**config.mk**
```make
export PLATFORM = sky130hd
export DESIGN_NAME = ouhs_host_select
export DESIGN_NICKNAME = d
export VERILOG_FILES = /design/src/verilog/ouhs_pkg.sv /design/src/verilog/ouhs_host_select.sv
export SDC_FILE = /design/constraint.sdc
export NUM_CORES = 1
export LEC_CHECK = 0
export BUFFER_PORTS_ARGS = -buffer_cell sky130_fd_sc_hd__buf_2
export CAP_MARGIN = 0
export CORE_AREA = 2 2 169 171
export DETAILED_ROUTE_END_ITERATION = 8
export DIE_AREA = 0 0 171 173
export PLACE_DENSITY = 0.76
export SLEW_MARGIN = 25
export SYNTH_ARGS = -nofsm -noshare
export SYNTH_HDL_FRONTEND = slang
export SYNTH_SLANG_ARGS = --single-unit
export TNS_END_PERCENT = 5
```
**constraint.sdc**
```tcl
create_clock -name clk_sys_i -period 7.8 [get_ports clk_sys_i]
set_input_delay 0.78 -clock clk_sys_i [delete_from_list [all_inputs] [get_ports clk_sys_i]]
set_output_delay 0.78 -clock clk_sys_i [all_outputs]
set_load 0.01 [all_outputs]
```
**src/verilog/ouhs_pkg.sv**
```systemverilog
// constants, layouts and carrier types for the octal uart host select glue
// assumes a single 40 mhz system clock and an 8-bit parallel host bus
package ouhs_pkg;
   // ==========================================================
   // sizes and clock
   localparam int          OUHS_NUM_CH        = 8;
   localparam int          OUHS_CLK_PERIOD_NS = 25;
   localparam int          OUHS_RST_MIN_NS    = 40;
   localparam int          OUHS_RST_MIN_CYC   =
      (OUHS_RST_MIN_NS + OUHS_CLK_PERIOD_NS - 1) / OUHS_CLK_PERIOD_NS;

   // ==========================================================
   // address decode
   localparam int          OUHS_CFG_SPACE_BIT = 7;
   localparam int          OUHS_CH_SEL_LSB    = 4;
   localparam int          OUHS_CH_SEL_MSB    = 6;

   // ==========================================================
   // channel register offsets (address bits 3:0)
   localparam logic [3:0]  OUHS_CH_FCR_OFS    = 4'h2;
   localparam logic [3:0]  OUHS_CH_MCR_OFS    = 4'h4;
   localparam logic [3:0]  OUHS_CH_MSR_OFS    = 4'h6;
   localparam logic [3:0]  OUHS_CH_HDX_OFS    = 4'h8;

   // ==========================================================
   // configuration register offsets (address bits 6:0)
   localparam logic [6:0]  OUHS_CFG_INT0_OFS  = 7'h00;
   localparam logic [6:0]  OUHS_CFG_INT1_OFS  = 7'h01;
   localparam logic [6:0]  OUHS_CFG_INT2_OFS  = 7'h02;
   localparam logic [6:0]  OUHS_CFG_INT3_OFS  = 7'h03;
   localparam logic [6:0]  OUHS_CFG_TCTL_OFS  = 7'h08;
   localparam logic [6:0]  OUHS_CFG_TLO_OFS   = 7'h09;
   localparam logic [6:0]  OUHS_CFG_THI_OFS   = 7'h0A;
   localparam logic [6:0]  OUHS_CFG_RST_OFS   = 7'h0B;
   localparam logic [6:0]  OUHS_CFG_BCAST_OFS = 7'h0C;

   // ==========================================================
   // field positions
   localparam int          OUHS_FCR_FIFO_EN   = 0;
   localparam int          OUHS_MCR_DTR       = 0;
   localparam int          OUHS_MCR_RTS       = 1;
   localparam int          OUHS_MCR_IR        = 6;
   localparam int          OUHS_HDX_EN        = 0;
   localparam int          OUHS_BCAST_EN      = 0;
   localparam int          OUHS_TCTL_RUN      = 0;
   localparam int          OUHS_TCTL_EXT      = 1;
   localparam int          OUHS_INT3_TMR      = 0;
   localparam int          OUHS_INT3_WAKE     = 1;

   // ==========================================================
   // reset values
   localparam logic [7:0]  OUHS_REG_RST_VAL   = 8'h00;
   localparam logic [15:0] OUHS_TMR_RST_VAL   = 16'h0000;

   // ==========================================================
   // carriers
   typedef struct packed {
      logic clear_to_send_n;
      logic set_ready_n;
      logic carrier_detect_n;
      logic ring_indicator_n;
   } ouhs_modem_in_t;

   typedef struct packed {
      logic request_to_send_n;
      logic terminal_ready_n;
   } ouhs_modem_out_t;

   typedef struct packed {
      logic tx_above_trig;
      logic tx_fifo_empty;
      logic tx_all_empty;
      logic rx_above_trig;
   } ouhs_fifo_stat_t;

   typedef enum logic [1:0] {
      OUHS_INIT_STRAP = 2'b00,
      OUHS_INIT_RUN   = 2'b01
   } ouhs_init_t;
endpackage

```
**src/verilog/ouhs_host_select.sv**
```systemverilog
// host select glue of an eight channel uart: bus decode, resets, strap, interrupt levels
// assumes all pins are synchronous to clk_sys_i and the uart cores sit outside
`timescale 1ns/1ps

module ouhs_host_select
   import ouhs_pkg::*;
(
   input  wire logic                         clk_sys_i,
   input  wire logic                         reset_i,
   input  wire logic                         bus_sep_strobes_i,
   input  wire logic                         cs_n_i,
   input  wire logic                         read_strobe_n_i,
   input  wire logic                         write_strobe_n_i,
   input  wire logic [7:0]                   addr_i,
   input  wire logic [7:0]                   wr_data_i,
   input  wire logic                         infrared_start_strap_i,
   input  wire logic                         timer_ext_clock_in_i,
   input  wire logic                         sleep_wake_i,
   input  wire ouhs_modem_in_t  [7:0]        modem_in_i,
   input  wire ouhs_fifo_stat_t [7:0]        fifo_stat_i,
   output logic [7:0]                        rd_data_o,
   output logic                              rd_valid_o,
   output ouhs_modem_out_t [7:0]             modem_out_o,
   output logic [7:0]                        fifo_ctl_o [8],
   output logic [7:0]                        modem_ctl_o [8],
   output logic [7:0]                        hdx_ctl_o [8],
   output logic [7:0]                        tx_int_level_o,
   output logic [7:0]                        rx_int_level_o,
   output logic                              int_o
);

   // ==========================================================
   // strobe edges
   logic       cs_n_ff;
   logic       rd_n_ff;
   logic       wr_n_ff;
   logic       nxt_cs_n;
   logic       nxt_rd_n;
   logic       nxt_wr_n;
   logic       rd_ev;
   logic       wr_ev;

   // strobes idle high after reset so a low held through reset counts as an access on the first edge after release
   always_comb begin
      nxt_cs_n = cs_n_i;
      nxt_rd_n = read_strobe_n_i;
      nxt_wr_n = write_strobe_n_i;
   end

   always_ff @(posedge clk_sys_i or posedge reset_i) begin
      if (reset_i) begin
         cs_n_ff <= 1'b1;
         rd_n_ff <= 1'b1;
         wr_n_ff <= 1'b1;
      end else begin
         cs_n_ff <= nxt_cs_n;
         rd_n_ff <= nxt_rd_n;
         wr_n_ff <= nxt_wr_n;
      end
   end

   // separate mode: strobe falls while selected; single mode: select falls, write pin is r/w
   always_comb begin
      if (bus_sep_strobes_i) begin
         rd_ev = ~cs_n_i & rd_n_ff & ~read_strobe_n_i;
         wr_ev = ~cs_n_i & wr_n_ff & ~write_strobe_n_i;
      end else begin
         rd_ev = cs_n_ff & ~cs_n_i & write_strobe_n_i;
         wr_ev = cs_n_ff & ~cs_n_i & ~write_strobe_n_i;
      end
   end

   // ==========================================================
   // decode
   logic       cfg_space;
   logic [2:0] ch_sel;
   logic       cfg_wr;

   assign cfg_space = addr_i[OUHS_CFG_SPACE_BIT];
   assign ch_sel    = addr_i[OUHS_CH_SEL_MSB:OUHS_CH_SEL_LSB];
   assign cfg_wr    = wr_ev & cfg_space;

   // ==========================================================
   // configuration registers, timer, strap sequencing
   logic [7:0]  bcast_ff;
   logic [7:0]  tctl_ff;
   logic [15:0] tmr_ff;
   logic        tmr_flag_ff;
   logic        tck_ff;
   ouhs_init_t  init_ff;
   logic [7:0]  nxt_bcast;
   logic [7:0]  nxt_tctl;
   logic [15:0] nxt_tmr;
   logic        nxt_tmr_flag;
   logic        nxt_tck;
   ouhs_init_t  nxt_init;
   logic        tmr_tick;
   logic        tmr_wrap;
   logic        int3_rd;
   logic [7:0]  soft_rst;
   logic        strap_load;

   always_comb begin
      nxt_bcast    = bcast_ff;
      nxt_tctl     = tctl_ff;
      nxt_tmr      = tmr_ff;
      nxt_tmr_flag = tmr_flag_ff;
      nxt_tck      = timer_ext_clock_in_i;
      nxt_init     = init_ff;
      soft_rst     = 8'h00;
      strap_load   = 1'b0;
      // strap is caught on the first edge after reset release, never under reset
      case (init_ff)
         OUHS_INIT_STRAP: begin
            strap_load = 1'b1;
            nxt_init   = OUHS_INIT_RUN;
         end
         OUHS_INIT_RUN: begin
            nxt_init = OUHS_INIT_RUN;
         end
         default: begin
            nxt_init = OUHS_INIT_STRAP;
         end
      endcase
      if (cfg_wr && addr_i[6:0] == OUHS_CFG_BCAST_OFS) begin
         nxt_bcast = wr_data_i;
      end
      if (cfg_wr && addr_i[6:0] == OUHS_CFG_TCTL_OFS) begin
         nxt_tctl = wr_data_i;
      end
      if (cfg_wr && addr_i[6:0] == OUHS_CFG_RST_OFS) begin
         soft_rst = wr_data_i;
      end
      // external source counts rising edges of the sampled timer pin
      tmr_tick = tctl_ff[OUHS_TCTL_RUN] &
                 (tctl_ff[OUHS_TCTL_EXT] ? (timer_ext_clock_in_i & ~tck_ff) : 1'b1);
      tmr_wrap = tmr_tick & (tmr_ff == 16'hFFFF);
      if (tmr_tick) begin
         nxt_tmr = tmr_ff + 16'h0001;
      end
      if (cfg_wr && addr_i[6:0] == OUHS_CFG_TLO_OFS) begin
         nxt_tmr[7:0] = wr_data_i;
      end
      if (cfg_wr && addr_i[6:0] == OUHS_CFG_THI_OFS) begin
         nxt_tmr[15:8] = wr_data_i;
      end
      // reading the last source register clears the timer flag; a wrap in that cycle wins
      int3_rd = rd_ev & cfg_space & (addr_i[6:0] == OUHS_CFG_INT3_OFS);
      if (int3_rd) begin
         nxt_tmr_flag = 1'b0;
      end
      if (tmr_wrap) begin
         nxt_tmr_flag = 1'b1;
      end
   end

   always_ff @(posedge clk_sys_i or posedge reset_i) begin
      if (reset_i) begin
         bcast_ff    <= OUHS_REG_RST_VAL;
         tctl_ff     <= OUHS_REG_RST_VAL;
         tmr_ff      <= OUHS_TMR_RST_VAL;
         tmr_flag_ff <= 1'b0;
         tck_ff      <= 1'b0;
         init_ff     <= OUHS_INIT_STRAP;
      end else begin
         bcast_ff    <= nxt_bcast;
         tctl_ff     <= nxt_tctl;
         tmr_ff      <= nxt_tmr;
         tmr_flag_ff <= nxt_tmr_flag;
         tck_ff      <= nxt_tck;
         init_ff     <= nxt_init;
      end
   end

   // ==========================================================
   // per channel registers, modem pins and interrupt levels
   logic [7:0] fcr_q [8];
   logic [7:0] mcr_q [8];
   logic [7:0] hdx_q [8];
   logic [7:0] msr_q [8];

   genvar ch;
   generate
      for (ch = 0; ch < OUHS_NUM_CH; ch++) begin : g_ch
         logic [7:0] fcr_ff;
         logic [7:0] mcr_ff;
         logic [7:0] hdx_ff;
         logic [7:0] nxt_fcr;
         logic [7:0] nxt_mcr;
         logic [7:0] nxt_hdx;
         logic       ch_wr;
         logic       fifo_on;
         logic       tx_lvl;

         // broadcast ignores a6..a4 so one write lands in every channel
         assign ch_wr = wr_ev & ~cfg_space &
                        (bcast_ff[OUHS_BCAST_EN] | (ch_sel == 3'(ch)));

         always_comb begin
            nxt_fcr = fcr_ff;
            nxt_mcr = mcr_ff;
            nxt_hdx = hdx_ff;
            if (ch_wr && addr_i[3:0] == OUHS_CH_FCR_OFS) begin
               nxt_fcr = wr_data_i;
            end
            if (ch_wr && addr_i[3:0] == OUHS_CH_MCR_OFS) begin
               nxt_mcr = wr_data_i;
            end
            if (ch_wr && addr_i[3:0] == OUHS_CH_HDX_OFS) begin
               nxt_hdx = wr_data_i;
            end
            // soft reset overrides a same-cycle write and reloads the strap
            if (soft_rst[ch]) begin
               nxt_fcr = OUHS_REG_RST_VAL;
               nxt_mcr = OUHS_REG_RST_VAL;
               nxt_hdx = OUHS_REG_RST_VAL;
            end
            if (soft_rst[ch] || strap_load) begin
               nxt_mcr[OUHS_MCR_IR] = infrared_start_strap_i;
            end
         end

         always_ff @(posedge clk_sys_i or posedge reset_i) begin
            if (reset_i) begin
               fcr_ff <= OUHS_REG_RST_VAL;
               mcr_ff <= OUHS_REG_RST_VAL;
               hdx_ff <= OUHS_REG_RST_VAL;
            end else begin
               fcr_ff <= nxt_fcr;
               mcr_ff <= nxt_mcr;
               hdx_ff <= nxt_hdx;
            end
         end

         // reset value of zero leaves both pins high, the inactive level
         assign modem_out_o[ch].request_to_send_n = ~mcr_ff[OUHS_MCR_RTS];
         assign modem_out_o[ch].terminal_ready_n  = ~mcr_ff[OUHS_MCR_DTR];
         assign msr_q[ch] = {4'h0,
                             ~modem_in_i[ch].carrier_detect_n,
                             ~modem_in_i[ch].ring_indicator_n,
                             ~modem_in_i[ch].set_ready_n,
                             ~modem_in_i[ch].clear_to_send_n};

         assign fifo_on = fcr_ff[OUHS_FCR_FIFO_EN];
         // half duplex keeps the level low only once the shifter has also drained
         assign tx_lvl  = fifo_stat_i[ch].tx_above_trig &
                          ~(hdx_ff[OUHS_HDX_EN] ? fifo_stat_i[ch].tx_all_empty
                                                : fifo_stat_i[ch].tx_fifo_empty);
         // levels with fifos off are left low: that mode is not defined here
         assign tx_int_level_o[ch] = fifo_on & tx_lvl;
         assign rx_int_level_o[ch] = fifo_on & ~fifo_stat_i[ch].rx_above_trig;

         assign fcr_q[ch]       = fcr_ff;
         assign mcr_q[ch]       = mcr_ff;
         assign hdx_q[ch]       = hdx_ff;
         assign fifo_ctl_o[ch]  = fcr_ff;
         assign modem_ctl_o[ch] = mcr_ff;
         assign hdx_ctl_o[ch]   = hdx_ff;
      end
   endgenerate

   assign int_o = |(tx_int_level_o | rx_int_level_o);

   // ==========================================================
   // read path
   logic [7:0] rd_data_ff;
   logic       rd_valid_ff;
   logic [7:0] nxt_rd_data;
   logic       nxt_rd_valid;
   logic [7:0] int3_val;

   assign int3_val = {6'h00, sleep_wake_i, tmr_flag_ff};

   always_comb begin
      nxt_rd_data  = rd_data_ff;
      nxt_rd_valid = rd_ev;
      if (rd_ev) begin
         nxt_rd_data = 8'h00;
         if (cfg_space) begin
            case (addr_i[6:0])
               OUHS_CFG_INT0_OFS:  nxt_rd_data = tx_int_level_o | rx_int_level_o;
               OUHS_CFG_INT1_OFS:  nxt_rd_data = tx_int_level_o;
               OUHS_CFG_INT2_OFS:  nxt_rd_data = rx_int_level_o;
               OUHS_CFG_INT3_OFS:  nxt_rd_data = int3_val;
               OUHS_CFG_TCTL_OFS:  nxt_rd_data = tctl_ff;
               OUHS_CFG_TLO_OFS:   nxt_rd_data = tmr_ff[7:0];
               OUHS_CFG_THI_OFS:   nxt_rd_data = tmr_ff[15:8];
               OUHS_CFG_BCAST_OFS: nxt_rd_data = bcast_ff;
               default:            nxt_rd_data = 8'h00;
            endcase
         end else begin
            case (addr_i[3:0])
               OUHS_CH_FCR_OFS: nxt_rd_data = fcr_q[ch_sel];
               OUHS_CH_MCR_OFS: nxt_rd_data = mcr_q[ch_sel];
               OUHS_CH_MSR_OFS: nxt_rd_data = msr_q[ch_sel];
               OUHS_CH_HDX_OFS: nxt_rd_data = hdx_q[ch_sel];
               default:         nxt_rd_data = 8'h00;
            endcase
         end
      end
   end

   always_ff @(posedge clk_sys_i or posedge reset_i) begin
      if (reset_i) begin
         rd_data_ff  <= 8'h00;
         rd_valid_ff <= 1'b0;
      end else begin
         rd_data_ff  <= nxt_rd_data;
         rd_valid_ff <= nxt_rd_valid;
      end
   end

   assign rd_data_o  = rd_data_ff;
   assign rd_valid_o = rd_valid_ff;

endmodule // ouhs_host_select

```
==> results of run 1 <==
area by class of cell:
cell class              instances  area (µm²)  share of cell area
multi-input cells            1006        6696              0.4205
flip-flops and latches        239        5984              0.3758
repair buffers                343        1785              0.1121
clock buffers                  43       815.8             0.05123
well taps                     378       473.0             0.02970
inverters                      31       123.9            0.007779
clock inverters                 4       45.04            0.002829
stage by stage:
step                      utilization  instance area, µm²
after CTS                      0.5751               15890
after detailed placement       0.5439               15030
after floorplan                     -               13370
final                          0.5764               15920
after global placement         0.5439               15030
after global routing           0.5764               15920
power by group:
group	switching (W)	internal (W)
Combinational	0.000187	0.0000911
Clock	0.000520	0.000741
Sequential	0.0000344	0.00127
how the worst max path moves through the flow:
stage	start	to	slack, ns
2_1_floorplan	reset_i	bcast_ff[0]$_DFFE_PP0P_	0.47
3_3_place_gp	addr_i[6]	g_ch[3].mcr_ff[7]$_DFFE_PP0P_	3.69
3_5_place_dp	addr_i[6]	g_ch[3].hdx_ff[5]$_DFFE_PP0P_	3.52
4_1_cts	addr_i[6]	g_ch[3].hdx_ff[5]$_DFFE_PP0P_	4.05
5_1_grt	addr_i[6]	g_ch[2].mcr_ff[5]$_DFFE_PP0P_	4.21
6_report	addr_i[6]	g_ch[2].mcr_ff[4]$_DFFE_PP0P_	4.39
state kept, by name, summed over array words and instances (netlist names), 8 cells and up:
| signal | count |
|---|---|
| bcast_ff | 8 |
| g_ch.mcr_ff | 64 |
| g_ch.fcr_ff | 64 |
| g_ch.hdx_ff | 64 |
| tctl_ff | 8 |
| tmr_ff | 16 |
| rd_data_o | 8 |
cell usage in the layout (no fill, tap or decap), types with 19 or more instances in the layout:
cell type  Yosys  layout
dfrtp_1      236     236
mux4_2        54      54
buf_4          6      21
mux2_2        20      20
a21oi_1      196     195
inv_1         30      29
buf_2         36     320
o21ai_0      202     202
nand3_1       19      19
a22oi_1       22      22
clkbuf_16      0      27
nand2_1      245     244
mux2i_1       28      28
nor2_1        19      19
per-layer routing:
metal,up-vias,share of wire
met3,194,0.13
met4,0,0.052
met2,1047,0.45
li1,5533,-
met5,-,0
met1,6436,0.36
cells by family after synthesis:
| family | Yosys count | synth area share |
|---|---|---|
| compound gates | 494 | 0.2077 |
| simple gates | 392 | 0.1494 |
| flops | 239 | 0.4476 |
| buf+inv | 151 | 0.05483 |
| mux | 102 | 0.1288 |
| xor+xnor | 16 | 0.01048 |
| fa+ha+maj | 1 | 0.0009356 |
| other cells | 1 | 0.0002804 |
==> results.ini, run 1 <==
[logic_synthesis]
async_flop_share = 1.000
netlist_top_cells_area = dfrtp_1 (44%), mux4_2 (9.1%), o21ai_0 (7.6%), a21oi_1 (7.3%), nand2_1 (6.9%)
synth_edf_count = 0
netlist_area_um2 = 13370
synth_seq_area_share = 0.4476
syn_avg_cell_area_um2 = 9.578
yosysTopAreaCell = dfrtp_1
yosysMostFrequentCell = nand2_1
syn_nets = 1486
synth_top_flop_cell = dfrtp_1
synthCells = 1396
synthTopCellsByCount = nand2_1 (245), dfrtp_1 (236), o21ai_0 (202), a21oi_1 (196), clkbuf_1 (63)
synth_top_cell_area_share = 0.4417
synth.distinct_cells = 76
synth-seq-cells = 239
yosysWarnings = 0

[timing]
max_freq_mhz = 293.0
finalCritPeriodShare = 0.4376
fin_crit_ns = 3.413
setup_ws_ns = 4.387
timing.setup.tns_ns = 0
slew_headroom = 0.2848
hold_viol = 0
rsz0062_at_grt = no
slew_viol_final = 0
fin_hold_ws_ns = 0.3558
setup_viol = 0
tightestPinTransition_ns = 1.073
finClkSkew_ns = 0.01344

[clock_tree]
htreeDepth = 1
cts_tree = done
cts-root-buf = clkbuf_16
clk_pin_slew_ns = 0.06
numCtsBuffers = 26
clkSinkCount = 239
clk_latency_ns = 0.54
post_cts_buffers = 0
cts_resized = 0
cts_hold_buf = 0
clk_path_buf_depth = 3

[power]
p_per_area_nw_per_um2 = 178.4
p_leak_nw = 7.290
vdd_drop_max_mv = 0.1372
design_power_total_w = 0.002841

[cells_and_area]
area_delta_synth_final_pct = 19.09
n_fill_cell = 2427
diodes = 0
drive_above_1_share = 0.3061
nets = 1737
layout.cells.non_filler = 2044

[setup_path]
crit_type = primary input to flop
crit_path_frequent_cell = nor3_2
startpoint_type = primary input
critical_path.slowest_cell = nor3_2
r2r_slack_ns = 4.76
crit_required_ns = 8.20
cp_num_buf_inv = 2
cp_max_fo = 32
max_stage_delay_ns = 0.88
timing.rr.end = g_ch[1].mcr_ff[6]$_DFFE_PP0P_
critPathArrivalTime_ns = 3.82
reg2reg_from = cs_n_ff$_DFF_PP1_
path_depth = 6
crit_chain = buf_2 > nor3_2 > nand2_2 > nor3_2 > buf_4 > a21oi_1
r2r_cells = 5
critPathTopFamily = simple AND/OR/NAND/NOR gates
worstSetupEndpointType = flop

[global_route]
met3_usage = 0.08881
grt-ovfl-total = 0
met2_usage = 0.5270
grt_max_degree = 110
grt_pass1_vias = 12605
grtUsageTotal = 0.3439
grt-busiest-layer = met2
grt_pass1_wl_mm = 77.40
met1_usage = 0.4603
antenna_found_initial = 0

[route]
ant_nets = 0
wire_per_inst_um = 25.47
drt-total-wl_mm = 52.06
drt_iter0_drc = 1955
drt-pass1-iter-count = 6
vias = 13210
routed_via_density = 6.463
route.detailed.drc = 0

[floorplan]
fp.dieW_um = 171
die_y_um = 173
core-area_um2 = 27630
die_area_um2 = 29580
pin_count = 323
initial_utilization = 0.4840
rows = 61

[placement]
gp_congestion = 0.9609
dp_cells = 1995
dp_slack_ns = 3.518
dp_hpwl_mm = 35.05
port_buffers = 322

[min_path]
min_path_type = primary input to flop
min_path_cells = 1
min_to = rd_n_ff$_DFF_PP1_
worstHoldStart = read_strobe_n_i

[run_status]
status = completed

[flow_run]
cap_viol_max_count = 0

Note: power is estimated with default switching activity, not from simulation.
==> inputs of run 2 (changes only) <==
--- a/config.mk
+++ b/config.mk
@@ -7,10 +7,10 @@
 export LEC_CHECK = 0
 export BUFFER_PORTS_ARGS = -buffer_cell sky130_fd_sc_hd__buf_2
 export CAP_MARGIN = 0
-export CORE_AREA = 2 2 169 171
+export CORE_AREA = 2 2 159 161
 export DETAILED_ROUTE_END_ITERATION = 8
-export DIE_AREA = 0 0 171 173
-export PLACE_DENSITY = 0.76
+export DIE_AREA = 0 0 161 163
+export PLACE_DENSITY = 0.81
 export SLEW_MARGIN = 25
 export SYNTH_ARGS = -nofsm -noshare
 export SYNTH_HDL_FRONTEND = slang
==> constraint.sdc (replaced) <==
create_clock -name clk_sys_i -period 3.2 [get_ports clk_sys_i]
set_input_delay 0.32 -clock clk_sys_i [delete_from_list [all_inputs] [get_ports clk_sys_i]]
set_output_delay 0.32 -clock clk_sys_i [all_outputs]
set_load 0.01 [all_outputs]
==> run 2 against run 1 <==
  * Sequential power rose by 140%
  * First-iteration DRC count fell by 5.8%
  * Total power rose by 150%
  * Sequential cell count did not move
  * Non-clock buffer count rose by 35
  * Clock skew fell by 0.0066 ns
  * Critical endpoint is now int_o
  * Largest power group unchanged
  * Highest routed layer unchanged
==> results.ini, run 2 (same netlist as run 1, synthesis figures left out) <==
[cells_and_area]
multi_input_area_um2 = 6666  ; -0.45%
layout_commonest_cell = buf_2
top_regs = g_ch.fcr_ff: 64 flops, g_ch.hdx_ff: 64 flops, g_ch.mcr_ff: 64 flops
regArea_um2 = 5984  ; unchanged
post-route-util = 0.6574  ; +0.08100
drive_above_1_share = 0.3180  ; +0.01190
n_fill_cell = 1949  ; -20%
area_delta_synth_final_pct = 21.30
layout_common_cells = buf_2 (320), nand2_1 (245), dfrtp_1 (236)
nets = 1772  ; +2.0%
design_area_um2 = 16220  ; +1.9%
layout.cells.non_filler = 2029  ; -0.73%

[timing]
rsz0062_at_grt = no
fin_crit_ns = 2.556
hold_viol = 0  ; unchanged
tightestPinTransition_ns = 0.8737  ; -0.1991 ns
fin_hold_ws_ns = 0.1333  ; -0.2225 ns
finClkSkew_ns = 0.006879  ; -0.006561 ns
setup_viol = 0  ; unchanged
slew_viol_final = 0  ; unchanged
slew_headroom = 0.4163  ; +0.1314
finalCritPeriodShare = 0.7988
max_freq_mhz = 391.2

[clock_tree]
numCtsBuffers = 26  ; unchanged
clk_latency_ns = 0.53  ; about the same
clk_path_buf_depth = 3  ; unchanged
cts-root-buf = clkbuf_16
clk_pin_slew_ns = 0.06  ; about the same
cts_tree = done
clkSinkCount = 239  ; unchanged
post_cts_buffers = 0  ; unchanged
htreeDepth = 1  ; unchanged

[route]
drt_iter0_drc = 1842  ; -5.8%
route.detailed.drc = 0  ; unchanged
wire_per_inst_um = 26.10  ; +2.5%
drt-total-wl_mm = 52.96  ; +1.7%
vias = 13707  ; +3.8%
drt-pass1-iter-count = 6  ; unchanged
ant_nets = 0  ; unchanged
routed_via_density = 6.756  ; +4.5%

[global_route]
grt_pass1_wl_mm = 78.50  ; +1.4%
grt_pass1_vias = 13134  ; +4.2%
grt_max_degree = 67  ; -39%
grtUsageTotal = 0.3930  ; +0.04913
grt-ovfl-total = 0  ; unchanged
antenna_found_initial = 2  ; +2

[flow_run]
cap_viol_max_count = 0  ; unchanged

[setup_path]
worstSetupEndpointType = primary output
reg2reg_from = cs_n_ff$_DFF_PP1_
crit_required_ns = 2.88  ; -5.32 ns
critPathArrivalTime_ns = 2.24  ; -1.58 ns
cp_max_fo = 4  ; -88%
crit_type = flop to primary output
r2r_cells = 4  ; -1
timing.rr.end = tmr_ff[0]$_DFFE_PP0P_
startpoint = g_ch[0].hdx_ff[0]$_DFFE_PP0P_
startpoint_type = flop
r2r_slack_ns = 0.73  ; -4.03 ns

[floorplan]
fp.dieW_um = 161  ; -5.8%
rows = 58  ; -4.9%
initial_utilization = 0.5419  ; +0.05797
die_area_um2 = 26240  ; -11%
core-area_um2 = 24670  ; -11%
die_y_um = 163  ; -5.8%
pin_count = 323  ; unchanged

[placement]
dp_cells = 1978  ; -0.85%
placed_area_um2 = 15260  ; +1.6%
port_buffers = 322  ; unchanged
gp_congestion = 0.9795  ; +1.9%
dp_hpwl_mm = 36.34  ; +3.7%

[power]
p_leak_nw = 7.452  ; +2.2%
p_per_area_nw_per_um2 = 431.9  ; +140%
vdd_drop_max_mv = 0.2986  ; +120%
design_power_total_w = 0.007006  ; +150%

[min_path]
min_path_cells = 3  ; +2
worstHoldStart = infrared_start_strap_i
min_to = g_ch[6].mcr_ff[6]$_DFFE_PP0P_
min_path_type = primary input to flop

[run_status]
status = completed

-- run 2: cell count changes in the layout (fill, tap and decap cells not counted), moves of 3 or more --
cell           previous run  this run
clkbuf_1                  8         4
buf_12                    0         7
nor3_4                    3         0
nor3_2                    7        10
dlygate4sd3_1             0         5
buf_4                    21        45
-- run 2: metrics by stage --
step,setup WS [ns],setup TNS (ns)
after floorplan,-0.2514,-59.33
after global placement,0.6652,0
after detailed placement,0.6191,0
after CTS,0.6760,0
after global routing,0.5865,0
final,0.6439,0
-- run 2: critical path: stages, from the launching register on --
cell     delay [ns]
dfrtp_1        0.56
mux2i_1        0.14
a31oi_1        0.32
nand3_1        0.12
nor3_1         0.19
nand4_1        0.18
buf_2          0.19
-- run 2: cell type report --
type | count | area share
repair buffers | 378 | 0.1330
well taps | 330 | 0.02546
multi-input cells | 1006 | 0.4110
clock buffers | 39 | 0.04937
flip-flops and latches | 239 | 0.3690
clock inverters | 5 | 0.004629
diodes | 1 | 0.0001543
inverters | 31 | 0.007406
-- run 2: how the worst max path moves through the flow --
stage                               endpoint  slack (ns)  cells past startpoint
floorplan            bcast_ff[0]$_DFFE_PP0P_       -0.25                      1
global placement    rd_data_o[4]$_DFFE_PP0N_        0.67                      7
detailed placement  rd_data_o[4]$_DFFE_PP0N_        0.62                      7
CTS                                    int_o        0.68                      6
global route           tmr_ff[4]$_DFFE_PP0P_        0.59                      4
finish                                 int_o        0.64                      6
-- run 2: metal layers --
layer,track usage,up-vias,part of all wire
li1,-,5604,-
met1,0.5116,6570,0.35
met5,0,-,0
met4,0.2058,0,0.066
met3,0.1098,283,0.14
met2,0.6050,1250,0.45
-- run 2: report_power, final --
part	switching (W)	internal, W
registers	0.0000871	0.00309
logic	0.000469	0.000255
clock network	0.00124	0.00187
total	0.00179	0.00521
-- run 2: timing repair --
item / in CTS / in global routing
hold buffers: 4 / 1
endpoints found under the hold margin: 4 / 19
resized for setup: 0 / 0
